==> src/logic/rssu_pkg.sv <==
// ************************************************************
// ramp start sync constants
// ************************************************************
package rssu_pkg;
	localparam int ADDR_W = 7;
	localparam int DATA_W = 32;
	localparam int NUM_DEFER = 4;

	// ************************************************************
	// register addresses
	// ************************************************************
	localparam logic [ADDR_W-1:0] ADDR_SYNC_CONFIG = 7'h02;
	localparam logic [ADDR_W-1:0] ADDR_PULSE_EXT = 7'h11;
	localparam logic [ADDR_W-1:0] ADDR_TRIG_DELAY = 7'h13;
	localparam logic [ADDR_W-1:0] ADDR_TARGET_POSITION = 7'h37;
	localparam logic [ADDR_W-1:0] ADDR_MAX_VELOCITY = 7'h24;
	localparam logic [ADDR_W-1:0] ADDR_RAMP_PROFILE = 7'h20;
	localparam logic [ADDR_W-1:0] ADDR_GEARING = 7'h12;
	localparam logic [ADDR_W-1:0] ADDR_SYNC_STATUS = 7'h7F;
	// deferred register order follows the enable switch bits 0..3
	localparam logic [ADDR_W-1:0] DEFER_ADDR [NUM_DEFER] = '{
		ADDR_TARGET_POSITION, ADDR_MAX_VELOCITY, ADDR_RAMP_PROFILE, ADDR_GEARING};

	// ************************************************************
	// sync_config fields
	// ************************************************************
	localparam int CFG_EN_LSB = 0;
	localparam int CFG_EN_W = 5;
	localparam int CFG_EN_SHADOW = 4;
	localparam int CFG_TEV_LSB = 5;
	localparam int CFG_TEV_W = 4;
	localparam int TEV_EXT = 0;
	localparam int TEV_TARGET = 1;
	localparam int TEV_VELOCITY = 2;
	localparam int TEV_POSCOMP = 3;
	localparam int CFG_POL = 9;
	localparam int CFG_IMMEDIATE = 10;
	localparam logic [DATA_W-1:0] CFG_MASK = 32'h0000_07FF;

	// ************************************************************
	// reset values and counts
	// ************************************************************
	localparam logic [DATA_W-1:0] RST_WORD = 32'h0000_0000;
	localparam logic [DATA_W-1:0] CNT_ONE = 32'h0000_0001;
	localparam logic [CFG_TEV_W-1:0] TEV_NONE = 4'h0;
	localparam int STAT_BUSY = 0;
	localparam int STAT_PEND_LSB = 1;
	localparam int STAT_OUT_ACTIVE = 5;
endpackage : rssu_pkg

==> src/logic/rssu_pin_sync.sv <==
`timescale 1ns/1ps
`default_nettype none
// ************************************************************
// start pin synchroniser and active-edge detector
// ************************************************************
module rssu_pin_sync (
	input wire logic clk_sys,
	input wire logic rst,
	input wire logic pinIn,
	input wire logic polHigh,
	output logic edgePulse
);
	logic meta_reg;
	logic sync_reg;
	logic prev_reg;

	// meta_reg feeds only sync_reg
	always_ff @(posedge clk_sys) begin
		if (rst) begin
			// idle line sits high, so reset there to avoid a false edge after release
			meta_reg <= 1'b1;
			sync_reg <= 1'b1;
			prev_reg <= 1'b1;
		end else begin
			meta_reg <= pinIn;
			sync_reg <= meta_reg;
			prev_reg <= sync_reg;
		end
	end

	// transition into the active state, never the level
	assign edgePulse = polHigh ? (sync_reg & ~prev_reg) : (~sync_reg & prev_reg);
endmodule : rssu_pin_sync
`default_nettype wire

==> src/logic/rssu_core.sv <==
`timescale 1ns/1ps
`default_nettype none
// Notes on behaviour
// - all-zero trigger selection: no start signal generated or processed.
// - selection bit 0 clear: internal triggers only, START pin drives each start.
// - selection bit 0 set: START pin is input, its active edge triggers.
// - bits 1..3 select at-target, at-velocity and position-compare events as triggers.
// - any mix of triggers accepted; any one starts the delay.
// - with no deferral switch, register writes apply at once.
// - switches 0..3 defer target, velocity, profile and gearing writes to next start.
// - switch 4 loads the shadow ramp set on each start, internal or external trigger.
// - zero delay gives the start right after the trigger.
// - for a delay of one or more, start comes exactly the programmed delay cycles after a trigger.
// - without bypass, external triggers are delayed like internal ones.
// - bypass bit set: external trigger starts at once, cancelling a running delay.
// - polarity clear: line low active, falling edge in, falling edge out.
// - polarity set: line high active, rising edge in, rising edge out.
// - default output active level lasts one clock cycle.
// - output active level lasts pulse extension plus one cycles.
// - datagram values reach the registers at the end of the datagram.
// - trigger is the transition into the active state, not the level.
// - without bypass, an external trigger during a countdown is ignored.
module rssu_core (
	input wire logic clk_sys,
	input wire logic rst,
	input wire logic regWrStrobe,
	input wire logic [rssu_pkg::ADDR_W-1:0] regWrAddr,
	input wire logic [rssu_pkg::DATA_W-1:0] regWrData,
	input wire logic [rssu_pkg::ADDR_W-1:0] regRdAddr,
	output logic [rssu_pkg::DATA_W-1:0] regRdData,
	input wire logic atTargetEvt,
	input wire logic atVelocityEvt,
	input wire logic position_compare_event,
	input wire logic startIn,
	output logic startOut,
	output logic startOe,
	output logic startPulse,
	output logic shadowLoad,
	output logic [rssu_pkg::DATA_W-1:0] target_position,
	output logic [rssu_pkg::DATA_W-1:0] max_velocity,
	output logic [rssu_pkg::DATA_W-1:0] ramp_profile_select,
	output logic [rssu_pkg::DATA_W-1:0] step_gearing_factor
);
	// ************************************************************
	// configuration registers
	// ************************************************************
	logic [rssu_pkg::DATA_W-1:0] syncConfig_reg;
	logic [rssu_pkg::DATA_W-1:0] pulseExt_reg;
	logic [rssu_pkg::DATA_W-1:0] trigDelay_reg;
	logic [rssu_pkg::CFG_EN_W-1:0] cfgEn;
	logic [rssu_pkg::CFG_TEV_W-1:0] cfgTev;
	logic cfgPol;
	logic cfgImm;
	logic anyOn;

	assign cfgEn = syncConfig_reg[rssu_pkg::CFG_EN_LSB +: rssu_pkg::CFG_EN_W];
	assign cfgTev = syncConfig_reg[rssu_pkg::CFG_TEV_LSB +: rssu_pkg::CFG_TEV_W];
	assign cfgPol = syncConfig_reg[rssu_pkg::CFG_POL];
	assign cfgImm = syncConfig_reg[rssu_pkg::CFG_IMMEDIATE];
	assign anyOn = (cfgTev != rssu_pkg::TEV_NONE);

	// writes land on the datagram-end strobe only
	always_ff @(posedge clk_sys) begin
		if (rst) begin
			syncConfig_reg <= rssu_pkg::RST_WORD;
			pulseExt_reg <= rssu_pkg::RST_WORD;
			trigDelay_reg <= rssu_pkg::RST_WORD;
		end else if (regWrStrobe) begin
			if (regWrAddr == rssu_pkg::ADDR_SYNC_CONFIG) begin
				syncConfig_reg <= regWrData & rssu_pkg::CFG_MASK;
			end
			if (regWrAddr == rssu_pkg::ADDR_PULSE_EXT) begin
				pulseExt_reg <= regWrData;
			end
			if (regWrAddr == rssu_pkg::ADDR_TRIG_DELAY) begin
				trigDelay_reg <= regWrData;
			end
		end
	end

	// ************************************************************
	// trigger detection
	// ************************************************************
	logic pinEdge;
	logic [rssu_pkg::CFG_TEV_W-1:0] evtNow;
	logic [rssu_pkg::CFG_TEV_W-1:0] evtPrev_reg;
	logic [rssu_pkg::CFG_TEV_W-1:0] evtRise;
	logic extTrig;
	logic intTrig;
	logic bypassHit;

	rssu_pin_sync u_pin_sync (
		.clk_sys(clk_sys),
		.rst(rst),
		.pinIn(startIn),
		.polHigh(cfgPol),
		.edgePulse(pinEdge)
	);

	assign evtNow = {position_compare_event, atVelocityEvt, atTargetEvt, 1'b0};

	always_ff @(posedge clk_sys) begin
		if (rst) begin
			evtPrev_reg <= rssu_pkg::TEV_NONE;
		end else begin
			evtPrev_reg <= evtNow;
		end
	end

	assign evtRise = evtNow & ~evtPrev_reg;
	assign extTrig = cfgTev[rssu_pkg::TEV_EXT] & pinEdge;
	assign intTrig = |(cfgTev & evtRise);
	assign bypassHit = extTrig & cfgImm;

	// ************************************************************
	// delay timer
	// ************************************************************
	logic busy_reg;
	logic busy_next;
	logic [rssu_pkg::DATA_W-1:0] delayCnt_reg;
	logic [rssu_pkg::DATA_W-1:0] delayCnt_next;
	logic startNext;
	logic timerFire;
	logic accept;

	// a countdown swallows every non-bypass trigger until it fires
	assign accept = anyOn & ~busy_reg & (extTrig | intTrig) & ~bypassHit;

	always_comb begin
		busy_next = busy_reg;
		delayCnt_next = delayCnt_reg;
		startNext = 1'b0;
		timerFire = 1'b0;
		if (!anyOn) begin
			busy_next = 1'b0;
			delayCnt_next = rssu_pkg::RST_WORD;
		end else if (bypassHit) begin
			startNext = 1'b1;
			busy_next = 1'b0;
			delayCnt_next = rssu_pkg::RST_WORD;
		end else if (accept) begin
			if (trigDelay_reg <= rssu_pkg::CNT_ONE) begin
				startNext = 1'b1;
				timerFire = 1'b1;
			end else begin
				busy_next = 1'b1;
				delayCnt_next = trigDelay_reg - rssu_pkg::CNT_ONE;
			end
		end else if (busy_reg) begin
			if (delayCnt_reg == rssu_pkg::CNT_ONE) begin
				startNext = 1'b1;
				timerFire = 1'b1;
				busy_next = 1'b0;
			end else begin
				delayCnt_next = delayCnt_reg - rssu_pkg::CNT_ONE;
			end
		end
	end

	logic startPulse_reg;
	logic shadowLoad_reg;

	always_ff @(posedge clk_sys) begin
		if (rst) begin
			busy_reg <= 1'b0;
			delayCnt_reg <= rssu_pkg::RST_WORD;
			startPulse_reg <= 1'b0;
			shadowLoad_reg <= 1'b0;
		end else begin
			busy_reg <= busy_next;
			delayCnt_reg <= delayCnt_next;
			startPulse_reg <= startNext;
			shadowLoad_reg <= startNext & cfgEn[rssu_pkg::CFG_EN_SHADOW];
		end
	end

	assign startPulse = startPulse_reg;
	assign shadowLoad = shadowLoad_reg;

	// ************************************************************
	// start pin output
	// ************************************************************
	logic outActive_reg;
	logic outActive_next;
	logic [rssu_pkg::DATA_W-1:0] outCnt_reg;
	logic [rssu_pkg::DATA_W-1:0] outCnt_next;
	logic startOut_reg;

	always_comb begin
		outActive_next = outActive_reg;
		outCnt_next = outCnt_reg;
		if (startNext) begin
			outActive_next = 1'b1;
			outCnt_next = pulseExt_reg;
		end else if (outActive_reg) begin
			if (outCnt_reg == rssu_pkg::RST_WORD) begin
				outActive_next = 1'b0;
			end else begin
				outCnt_next = outCnt_reg - rssu_pkg::CNT_ONE;
			end
		end
	end

	// idle level is the inactive one so the far end sees a clean edge
	always_ff @(posedge clk_sys) begin
		if (rst) begin
			outActive_reg <= 1'b0;
			outCnt_reg <= rssu_pkg::RST_WORD;
			startOut_reg <= 1'b1;
		end else begin
			outActive_reg <= outActive_next;
			outCnt_reg <= outCnt_next;
			startOut_reg <= cfgPol ? outActive_next : ~outActive_next;
		end
	end

	assign startOut = startOut_reg;
	assign startOe = anyOn & ~cfgTev[rssu_pkg::TEV_EXT];

	// ************************************************************
	// deferred ramp registers
	// ************************************************************
	logic [rssu_pkg::DATA_W-1:0] active_reg [rssu_pkg::NUM_DEFER];
	logic [rssu_pkg::DATA_W-1:0] pendVal_reg [rssu_pkg::NUM_DEFER];
	logic [rssu_pkg::NUM_DEFER-1:0] pending_reg;

	genvar gi;
	generate
		for (gi = 0; gi < rssu_pkg::NUM_DEFER; gi++) begin : g_defer
			logic wrHit;
			assign wrHit = regWrStrobe && (regWrAddr == rssu_pkg::DEFER_ADDR[gi]);
			always_ff @(posedge clk_sys) begin
				if (rst) begin
					active_reg[gi] <= rssu_pkg::RST_WORD;
					pendVal_reg[gi] <= rssu_pkg::RST_WORD;
					pending_reg[gi] <= 1'b0;
				end else begin
					if (startPulse_reg && pending_reg[gi]) begin
						active_reg[gi] <= pendVal_reg[gi];
					end
					if (wrHit && cfgEn[gi]) begin
						pendVal_reg[gi] <= regWrData;
						pending_reg[gi] <= 1'b1;
					end else if (wrHit) begin
						active_reg[gi] <= regWrData;
						pending_reg[gi] <= 1'b0;
					end else if (startPulse_reg) begin
						pending_reg[gi] <= 1'b0;
					end
				end
			end
		end
	endgenerate

	assign target_position = active_reg[0];
	assign max_velocity = active_reg[1];
	assign ramp_profile_select = active_reg[2];
	assign step_gearing_factor = active_reg[3];

	// ************************************************************
	// read port
	// ************************************************************
	logic [rssu_pkg::DATA_W-1:0] rdData_reg;
	logic [rssu_pkg::DATA_W-1:0] rdMux;

	always_comb begin
		rdMux = rssu_pkg::RST_WORD;
		if (regRdAddr == rssu_pkg::ADDR_SYNC_CONFIG) begin
			rdMux = syncConfig_reg;
		end else if (regRdAddr == rssu_pkg::ADDR_PULSE_EXT) begin
			rdMux = pulseExt_reg;
		end else if (regRdAddr == rssu_pkg::ADDR_TRIG_DELAY) begin
			rdMux = trigDelay_reg;
		end else if (regRdAddr == rssu_pkg::ADDR_SYNC_STATUS) begin
			rdMux[rssu_pkg::STAT_BUSY] = busy_reg;
			rdMux[rssu_pkg::STAT_PEND_LSB +: rssu_pkg::NUM_DEFER] = pending_reg;
			rdMux[rssu_pkg::STAT_OUT_ACTIVE] = outActive_reg;
		end
		for (int k = 0; k < rssu_pkg::NUM_DEFER; k++) begin
			if (regRdAddr == rssu_pkg::DEFER_ADDR[k]) begin
				rdMux = active_reg[k];
			end
		end
	end

	always_ff @(posedge clk_sys) begin
		if (rst) begin
			rdData_reg <= rssu_pkg::RST_WORD;
		end else begin
			rdData_reg <= rdMux;
		end
	end

	assign regRdData = rdData_reg;

	// ************************************************************
	// checks
	// ************************************************************
	logic [rssu_pkg::DATA_W-1:0] chkElapsed_reg;
	logic [rssu_pkg::DATA_W-1:0] chkDelay_reg;
	logic chkFromTimer_reg;

	always_ff @(posedge clk_sys) begin
		if (rst) begin
			chkElapsed_reg <= rssu_pkg::RST_WORD;
			chkDelay_reg <= rssu_pkg::RST_WORD;
			chkFromTimer_reg <= 1'b0;
		end else begin
			chkFromTimer_reg <= timerFire;
			if (accept) begin
				chkElapsed_reg <= rssu_pkg::CNT_ONE;
				chkDelay_reg <= trigDelay_reg;
			end else if (busy_reg) begin
				chkElapsed_reg <= chkElapsed_reg + rssu_pkg::CNT_ONE;
			end
		end
	end

	property p_no_start_when_off;
		@(posedge clk_sys) disable iff (rst)
		(!anyOn) |=> !startPulse_reg && !busy_reg;
	endproperty
	a_no_start_when_off: assert property (p_no_start_when_off)
		else $error("start produced with no trigger selected");

	property p_pin_direction;
		@(posedge clk_sys) disable iff (rst)
		startOe == (anyOn && !cfgTev[rssu_pkg::TEV_EXT]);
	endproperty
	a_pin_direction: assert property (p_pin_direction)
		else $error("start pin direction wrong");

	property p_delay_exact;
		@(posedge clk_sys) disable iff (rst)
		(startPulse_reg && chkFromTimer_reg && chkDelay_reg >= rssu_pkg::CNT_ONE)
			|-> chkElapsed_reg == chkDelay_reg;
	endproperty
	a_delay_exact: assert property (p_delay_exact)
		else $error("start not after programmed delay");

	property p_bypass_now;
		@(posedge clk_sys) disable iff (rst)
		(extTrig && cfgImm) |=> startPulse_reg && !busy_reg;
	endproperty
	a_bypass_now: assert property (p_bypass_now)
		else $error("bypassed external trigger not immediate");

	property p_ignore_ext_busy;
		@(posedge clk_sys) disable iff (rst)
		(busy_reg && anyOn && extTrig && !cfgImm && delayCnt_reg > rssu_pkg::CNT_ONE)
			|=> busy_reg && delayCnt_reg == $past(delayCnt_reg) - rssu_pkg::CNT_ONE;
	endproperty
	a_ignore_ext_busy: assert property (p_ignore_ext_busy)
		else $error("external trigger disturbed countdown");

	property p_out_one_cycle;
		@(posedge clk_sys) disable iff (rst)
		(startPulse_reg && pulseExt_reg == rssu_pkg::RST_WORD) ##1 !startPulse_reg
			|-> !outActive_reg;
	endproperty
	a_out_one_cycle: assert property (p_out_one_cycle)
		else $error("start output longer than one cycle");

	property p_out_extended;
		@(posedge clk_sys) disable iff (rst)
		(startPulse_reg && pulseExt_reg == rssu_pkg::CNT_ONE) ##1 !startPulse_reg[*2]
			|-> !outActive_reg && $past(outActive_reg, 1) && $past(outActive_reg, 2);
	endproperty
	a_out_extended: assert property (p_out_extended)
		else $error("start output length not extension plus one");

	property p_out_level;
		@(posedge clk_sys) disable iff (rst)
		$past(anyOn) |-> startOut_reg == ($past(cfgPol) ? outActive_reg : !outActive_reg);
	endproperty
	a_out_level: assert property (p_out_level)
		else $error("start output polarity wrong");

	property p_shadow_load;
		@(posedge clk_sys) disable iff (rst)
		shadowLoad_reg == (startPulse_reg && $past(cfgEn[rssu_pkg::CFG_EN_SHADOW]));
	endproperty
	a_shadow_load: assert property (p_shadow_load)
		else $error("shadow load not tied to start");

	property p_deferred_hold;
		@(posedge clk_sys) disable iff (rst)
		(regWrStrobe && regWrAddr == rssu_pkg::ADDR_TARGET_POSITION && cfgEn[0]
			&& !startPulse_reg) |=> target_position == $past(target_position);
	endproperty
	a_deferred_hold: assert property (p_deferred_hold)
		else $error("deferred write applied early");

	property p_immediate_write;
		@(posedge clk_sys) disable iff (rst)
		(regWrStrobe && regWrAddr == rssu_pkg::ADDR_MAX_VELOCITY && !cfgEn[1])
			|=> max_velocity == $past(regWrData);
	endproperty
	a_immediate_write: assert property (p_immediate_write)
		else $error("immediate write not applied");

	property p_pending_apply;
		@(posedge clk_sys) disable iff (rst)
		(startPulse_reg && pending_reg[0]) |=> target_position == $past(pendVal_reg[0]);
	endproperty
	a_pending_apply: assert property (p_pending_apply)
		else $error("pending value not applied at start");
endmodule : rssu_core
`default_nettype wire

==> config.mk <==
export PLATFORM = sky130hd
export DESIGN_NAME = rssu_core
export DESIGN_NICKNAME = d
export VERILOG_FILES = /design/src/logic/rssu_pkg.sv /design/src/logic/rssu_pin_sync.sv /design/src/logic/rssu_core.sv
export SDC_FILE = /design/constraint.sdc
export NUM_CORES = 1
export LEC_CHECK = 0
export ABC_CLOCK_PERIOD_IN_PS = 7050
export BUFFER_PORTS_ARGS = -buffer_cell sky130_fd_sc_hd__buf_4
export CORE_ASPECT_RATIO = 2
export CORE_MARGIN = 4
export CORE_UTILIZATION = 40
export DETAILED_ROUTE_END_ITERATION = 12
export HOLD_SLACK_MARGIN = 0.06
export PLACE_DENSITY = 0.65
export SLEW_MARGIN = 20
export SYNTH_ARGS = -nofsm -noshare
export SYNTH_HDL_FRONTEND = slang
export SYNTH_HIERARCHICAL = 1
export SYNTH_SLANG_ARGS = --single-unit
==> constraint.sdc <==
create_clock -name clk_sys -period 7.05 [get_ports clk_sys]
set_input_delay 0.3525 -clock clk_sys [delete_from_list [all_inputs] [get_ports clk_sys]]
set_output_delay 0.3525 -clock clk_sys [all_outputs]
set_load 0.02 [all_outputs]
==> results of run 1 <==
[worst max-delay path by stage]
stage | from | endpoint | slack (ns) | cells after the start
floorplan | regWrAddr[0] | active_reg[2][0]$_SDFFCE_PN0P_ | 4.39 | 6
global route | delayCnt_reg[0]$_SDFFE_PP0P_ | delayCnt_reg[30]$_SDFFE_PP0P_ | 3.65 | 8
detailed placement | trigDelay_reg[3]$_SDFFE_PP0P_ | outCnt_reg[3]$_SDFFE_PP0P_ | 3.76 | 6
finish | delayCnt_reg[1]$_SDFFE_PP0P_ | delayCnt_reg[30]$_SDFFE_PP0P_ | 3.86 | 8
global placement | delayCnt_reg[4]$_SDFFE_PP0P_ | delayCnt_reg[15]$_SDFFE_PP0P_ | 3.69 | 6
CTS | trigDelay_reg[3]$_SDFFE_PP0P_ | outCnt_reg[3]$_SDFFE_PP0P_ | 3.73 | 6
[layout make-up]
class / count / share of cell area (%)
timing repair buffer: 254 / 8.06
clock inverter: 17 / 0.560
tap: 654 / 3.43
sequential: 442 / 47.8
multi-input combinational: 1490 / 35.1
clock buffer: 57 / 4.89
inverter: 16 / 0.251
[power breakdown]
group          internal (mW)  switching [mW]
Sequential              2.79          0.0528
Clock                   1.20            1.01
Combinational          0.102           0.207
[critical path, delay by kind of cell, from the launching register on]
| kind | cells | cell delay, ns |
|---|---|---|
| AND/OR/NAND/NOR | 4 | 2.00 |
| adder cells (fa/ha/maj) | 1 | 0.22 |
| flip-flops | 1 | 0.34 |
| buffers and inverters | 1 | 0.10 |
| AO/OA/AOI/OAI | 2 | 0.43 |
[placed cells by master (no fill, tap or decap), types with 8 or more instances in the layout]
master | netlist | layout
nand2_1 | 444 | 443
edfxtp_1 | 256 | 256
buf_4 | 0 | 249
dfxtp_1 | 186 | 186
a21oi_1 | 147 | 147
o21ai_0 | 139 | 138
and2_1 | 139 | 136
nor2_1 | 78 | 76
nor3_1 | 70 | 65
nand3_1 | 57 | 56
clkbuf_16 | 0 | 42
nor4_1 | 33 | 32
xnor2_1 | 32 | 32
a211oi_1 | 31 | 31
a222oi_1 | 26 | 26
a22oi_1 | 23 | 23
or4_1 | 22 | 22
or3_1 | 22 | 21
mux2_2 | 20 | 20
mux2i_1 | 20 | 20
inv_1 | 15 | 15
nand4_1 | 15 | 15
xor2_1 | 12 | 12
o31ai_1 | 11 | 11
o21ai_1 | 10 | 10
nand3b_1 | 9 | 9
a31oi_1 | 9 | 9
clkbuf_1 | 170 | 9
nor2b_1 | 8 | 8
clkinv_2 | 0 | 8
[cells by family (layout without fill, tap and decap cells)]
family | after synthesis | count (layout)
and+or+nand+nor | 948 | 948
AOI/OAI and AO/OA | 452 | 452
DFF | 442 | 442
buffers and inverters | 203 | 344
xor gates and xnor gates | 44 | 44
muxes | 41 | 41
adders and majority gates | 5 | 5
[metal layers]
layer | up-vias | global-route usage, % | wire [um] | share of wire [%]
li1 | 7840 | - | - | -
met1 | 8236 | 27.0 | 24800 | 36
met2 | 752 | 42.9 | 35300 | 51
met3 | 223 | 3.41 | 3950 | 5.8
met4 | 0 | 14.3 | 4560 | 6.6
met5 | - | 0 | 0 | 0
[what timing repair did]
| action | in CTS | in global routing |
|---|---|---|
| resized for setup | 0 | 0 |
| hold buffers | 4 | 0 |
| hold endpoints to repair | 4 | 0 |
[per-stage QoR]
step | area [sq um] | instances | power [mW] | setup slack, ns
floorplan | 20500 | 2135 | 3.02 | 4.39
global placement | 22500 | 2851 | 3.20 | 3.69
detailed placement | 22500 | 2852 | 3.20 | 3.76
CTS | 23900 | 2930 | 5.39 | 3.73
global route | 23900 | 2930 | 5.50 | 3.65
finish | 23900 | 2930 | 5.36 | 3.86
==> metrics, run 1 <==
post-synthesis adder-cell area fraction 0.305%; initial antenna violation count 1; Filler Cell Count 4678; area leader, netlist edfxtp_1; top post-synthesis cells by area edfxtp_1, dfxtp_1, nand2_1; share of flip-flops with an asynchronous set or reset 0%; dominant cell by count in the synthesized netlist nand2_1; start-to-end type of the worst setup path register to register; count of unique library cells instantiated by Yosys 77; effective utilization at floorplan between 40% and 50%; area of the core a little over 50000 sq um; worst-skew pair later-pin latency 0.57 ns; Simple-Gate Fraction of Synth Area 22.6%; number of buffers added for setup after CTS 0; first-pass GRT wire length between 100 and 150 mm; DP Wirelength ~50 mm; share of the synthesized area in the top cell type approximately 38%; area growth from synthesis to layout 16.6%; critical path peak fanout 9; cell count after synthesis 2135; Worst Hold Path EP trigDelay_reg[26]$_SDFFE_PP0P_; master cell of the clock root buffer clkbuf_16; final setup violation count 0; worst-path cell chain inv_1, ha_1, or3b_2, nor3_1, nand2_1, nor4_1, o21ai_0, a32o_1; vias in the first global route approximately 17000; launch point of the worst reg-to-reg path delayCnt_reg[1]$_SDFFE_PP0P_; Tcrit/Tclk final a little under half; standard-cell rows 117; category of the worst setup path capture point register; clock-pin transition on the worst setup and hold timing paths around 0.070 ns; synthesized area per cell between 9 and 10 sq um; sink count of the clock tree ~440; maximum operating frequency ~0.31 GHz; Compound-Gate Fraction of Synth Area roughly 14%; CTS tree done; min-delay src regWrData[26]; Critical-path top delay cell or3b_2; Post-Synthesis Cell Area around 20000 sq um; Longest Clk Path Bufs 3; reg-to-reg slack, setup 3.86 ns; crit start category register; Tot GR Track Use between 20% and 30%; routed vias around 17000; Starting DRT DRC Count 1699; multiplexer area fraction after synthesis under 10%; clock skew roughly 0.028 ns; number of warnings printed during yosys synthesis 6; most frequent cells after synthesis nand2_1, edfxtp_1, dfxtp_1; largest net degree at the start of global routing 79; DRC violations left 0; average vias per placed instance about 5.8; RSZ-0062 raised after global routing false; Post-synth EDFFs ~260; ANT cells 0; CTS H-Tree Depth 2; Worst R2R Path Depth 8; number of iterations in the first detailed-routing pass 8; crit path time final 3.19 ns; Die Outline Area about 55000 sq um; aggregate routed wire length approximately 70 mm; Max Cap Violations 0; total overflow reported by the global router 0; critical path data required time about 7.5 ns; IO Pins about 220; final hold vios 0; number of cells on the worst hold path 3; primary flip-flop cell chosen by synthesis mapping edfxtp_1; multi-input logic area approximately 8400 sq um; vertical extent of the die around 330 um; Core Util, Final a little under half; setup TNS 0 ns; P per Cell Area between 200 and 250 nW/um^2; XOR/XNOR share of the synthesized area between 1.5 and 2%; signal arrival time at the worst endpoint 3.66 ns; ANT nets after route 0; number of register bits inferred by synthesis ~440; Peak VDD IR ~150 uV; result of the run finished clean; Static Leakage just under 9 nW; Port-buffer cells ~220; average wire per cell in the routed design ~23 um; worst relative slew slack roughly 33%; number of pins exceeding their max-slew limit in the final report 0; cts bufs inserted 40; WHS between 0.09 and 0.1 ns; CP max stage delay 0.56 ns; die extent in x ~170 um; net count of the finished layout ~2300; worst min-delay path category input pin to register; fraction of final layout cells sized beyond drive strength 1 about 17%; sequential element share of the synthesized area 55.7%; largest family of logic cells by synthesized area simple AND/OR/NAND/NOR gates; net count of the mapped netlist 2193; endpoint of the worst-slack reg-to-reg timing path delayCnt_reg[30]$_SDFFE_PP0P_; Worst Max-Slew Pin Slew about 1 ns; Final GP Congestion 0.918; register area between 10000 and 15000 sq um
Note: power is estimated with default switching activity, not from simulation.
==> inputs of run 2 (changes only) <==
ABC_AREA = 1   (was not set)
ABC_CLOCK_PERIOD_IN_PS = 2800   (was 7050)
PLACE_DENSITY = 0.67   (was 0.65)
clock period = 2.8 ns   (was 7.05 ns; I/O delays follow)
==> metrics, run 2 <==
result of the run finished clean; Worst Max-Slew Pin Slew 0.673 ns (-0.328 ns); sink count of the clock tree 442 (unchanged); share of flip-flops with an asynchronous set or reset 0% (unchanged); critical path peak fanout 33 (+24); CTS tree done; master cell of the clock root buffer clkbuf_16; ANT cells 0 (unchanged); number of iterations in the first detailed-routing pass 5 (-3); Max Cap Violations 0 (unchanged); aggregate routed wire length 74.5 mm (+8.7%); Port-buffer cells 216 (unchanged); P per Cell Area 542 nW/um^2 (+140%); start-to-end type of the worst setup path register to register; Final GP Congestion 1.20 (+30%); fin area 24700 sq um (+3.5%); Core Util, Final 48.3% (+1.2 points); final hold vios 0 (unchanged); Post-synth EDFFs 256 (unchanged); standard-cell rows 117 (unchanged); number of cells on the worst hold path 3 (unchanged); largest net degree at the start of global routing 66 (-16%); setup TNS 0 ns (unchanged); Post-Synthesis Cell Area 20800 sq um (+1.5%); routed vias 18733 (+9.9%); Longest Clk Path Bufs 3 (unchanged); average wire per cell in the routed design 22.4 um (-4.4%); area growth from synthesis to layout 19.0%; reg-to-reg slack, setup 0.39 ns (-3.47 ns); dominant cell by count in the synthesized netlist nand2_1; Worst R2R Path Depth 12 (+4); sum of internal, switching and leakage power 13.4 mW (+150%); category of the worst setup path capture point register; cts bufs inserted 41 (+2.5%); critical path data required time 3.23 ns (-4.29 ns); Tcrit/Tclk final 86.0% (+41 points); Tot GR Track Use 25.7% (+1.6 points); ANT nets after route 0 (unchanged); IO Pins 217 (unchanged); cell count after synthesis 2441 (+14%); number of warnings printed during yosys synthesis 6 (unchanged); crit path time final 2.41 ns (-0.780 ns); net count of the finished layout 2701 (+17%); sequential element share of the synthesized area 54.9% (-0.80 points); endpoint of the worst-slack reg-to-reg timing path delayCnt_reg[30]$_SDFFE_PP0P_; RSZ-0062 raised after global routing false; number of register bits inferred by synthesis 442 (unchanged); vertical extent of the die 330 um (+0.71%); Die Outline Area 55900 sq um (+1.4%); maximum operating frequency 0.415 GHz (+32%); vias in the first global route 18192 (+6.5%); average vias per placed instance 5.63 (-3.3%); Static Leakage 10.5 nW (+20%); area leader, netlist edfxtp_1; area of the core 51200 sq um (+0.86%); effective utilization at floorplan 40.6% (+0.24 points); launch point of the worst reg-to-reg path trigDelay_reg[0]$_SDFFE_PP0P_; Starting DRT DRC Count 1457 (-14%); first-pass GRT wire length 110 mm (+6.7%); min-delay src regWrData[28]; area of placed instances 23200 sq um (+3.0%); worst relative slew slack 55.2% (+22 points); count of unique library cells instantiated by Yosys 48 (-38%); synthesized area per cell 8.51 sq um (-11%); DRC violations left 0 (unchanged); signal arrival time at the worst endpoint 2.84 ns (-0.82 ns); number of pins exceeding their max-slew limit in the final report 0 (unchanged); total overflow reported by the global router 0 (unchanged); clock skew 0.0182 ns (-0.0102 ns); crit start category register; final setup violation count 0 (unchanged); worst min-delay path category input pin to register; net count of the mapped netlist 2499 (+14%); fraction of final layout cells sized beyond drive strength 1 14.5% (-2.1 points); share of the synthesized area in the top cell type 37.0% (-0.54 points); CTS H-Tree Depth 2 (unchanged); initial antenna violation count 0 (-1); clock-pin transition on the worst setup and hold timing paths 0.07 ns (about the same); DP Wirelength 55.6 mm (+12%); primary flip-flop cell chosen by synthesis mapping edfxtp_1; highest-count cells in the layout ignoring fill and taps nand2_1, nor2_1, nand3_1; leading cell type in the layout, fill and taps excluded nand2_1; die extent in x 169 um (+0.69%); most frequent cells after synthesis nand2_1, nor2_1, nand3_1; worst-skew pair later-pin latency 0.55 ns (-0.02 ns); Peak VDD IR 630 uV (+320%); Worst Hold Path EP trigDelay_reg[28]$_SDFFE_PP0P_; top post-synthesis cells by area edfxtp_1, dfxtp_1, nand3_1
[run 2: cells by family after synthesis]
kind of cell	after synthesis	share of synthesized area, %
buffers and inverters	318	6.01
DFF	442	54.9
xor gates and xnor gates	51	2.15
AOI/OAI and AO/OA	490	12.4
and+or+nand+nor	1135	24.2
adders and majority gates	5	0.301
[run 2: worst max path at each step]
stage | start | endpoint | slack, ns | cells after the start
floorplan | regWrStrobe | pendVal_reg[0][0]$_SDFFCE_PN0P_ | 0.23 | 4
global placement | syncConfig_reg[9]$_SDFFE_PP0P_ | delayCnt_reg[30]$_SDFFE_PP0P_ | 0.50 | 13
detailed placement | trigDelay_reg[0]$_SDFFE_PP0P_ | delayCnt_reg[30]$_SDFFE_PP0P_ | 0.44 | 12
CTS | trigDelay_reg[0]$_SDFFE_PP0P_ | delayCnt_reg[30]$_SDFFE_PP0P_ | 0.43 | 12
global route | trigDelay_reg[0]$_SDFFE_PP0P_ | delayCnt_reg[30]$_SDFFE_PP0P_ | 0.12 | 12
finish | trigDelay_reg[0]$_SDFFE_PP0P_ | delayCnt_reg[30]$_SDFFE_PP0P_ | 0.39 | 12
[run 2: critical path: stages (launching register included)]
cell and delay, ns:
dfxtp_1 0.45, inv_1 0.09, ha_1 0.28, nand2_1 0.17
nor2_4 0.07, nand3_1 0.10, nand2_1 0.07, nand2_2 0.12
o21ai_4 0.08, inv_2 0.47, o21ai_0 0.19, nor2_1 0.14
nor2_1 0.06
[run 2: timing repair]
action | 4_1_cts | 5_1_grt
hold buffers | 21 | 0
buffers inserted | 0 | 0
setup endpoints to repair | 0 | 0
gates resized for setup | 0 | 0
endpoints found under the hold margin | 30 | 0
[run 2: layout make-up]
type / count / area, sq um
sequential: 442 / 11400
inverter: 179 / 674
clock buffer: 54 / 1100
fill: 4941 / 26500
tap: 654 / 818
timing repair buffer: 298 / 2340
clock inverter: 21 / 211
multi-input combinational: 1681 / 8180
[run 2: metal layers]
| metal | global-route usage [%] | wire [um] | up-vias |
|---|---|---|---|
| li1 | - | - | 8713 |
| met1 | 27.2 | 25200 | 8866 |
| met2 | 45.5 | 37700 | 881 |
| met3 | 3.74 | 4830 | 273 |
| met4 | 19.7 | 6800 | 0 |
| met5 | 0 | 0 | - |
[run 2: metrics by stage]
step                setup WS, ns  hold WS [ns]  std cells
global placement           0.498         0.326       3233
CTS                        0.432        0.0653       3329
finish                     0.392        0.0849       3329
detailed placement         0.442         0.327       3233
floorplan                  0.225         0.237       2441
global route               0.116        0.0830       3329
[run 2: where the power goes]
group	switching, mW	internal [mW]	total, mW
Sequential	0.101	6.99	7.09
Combinational	0.491	0.222	0.713
Clock	2.53	3.07	5.60
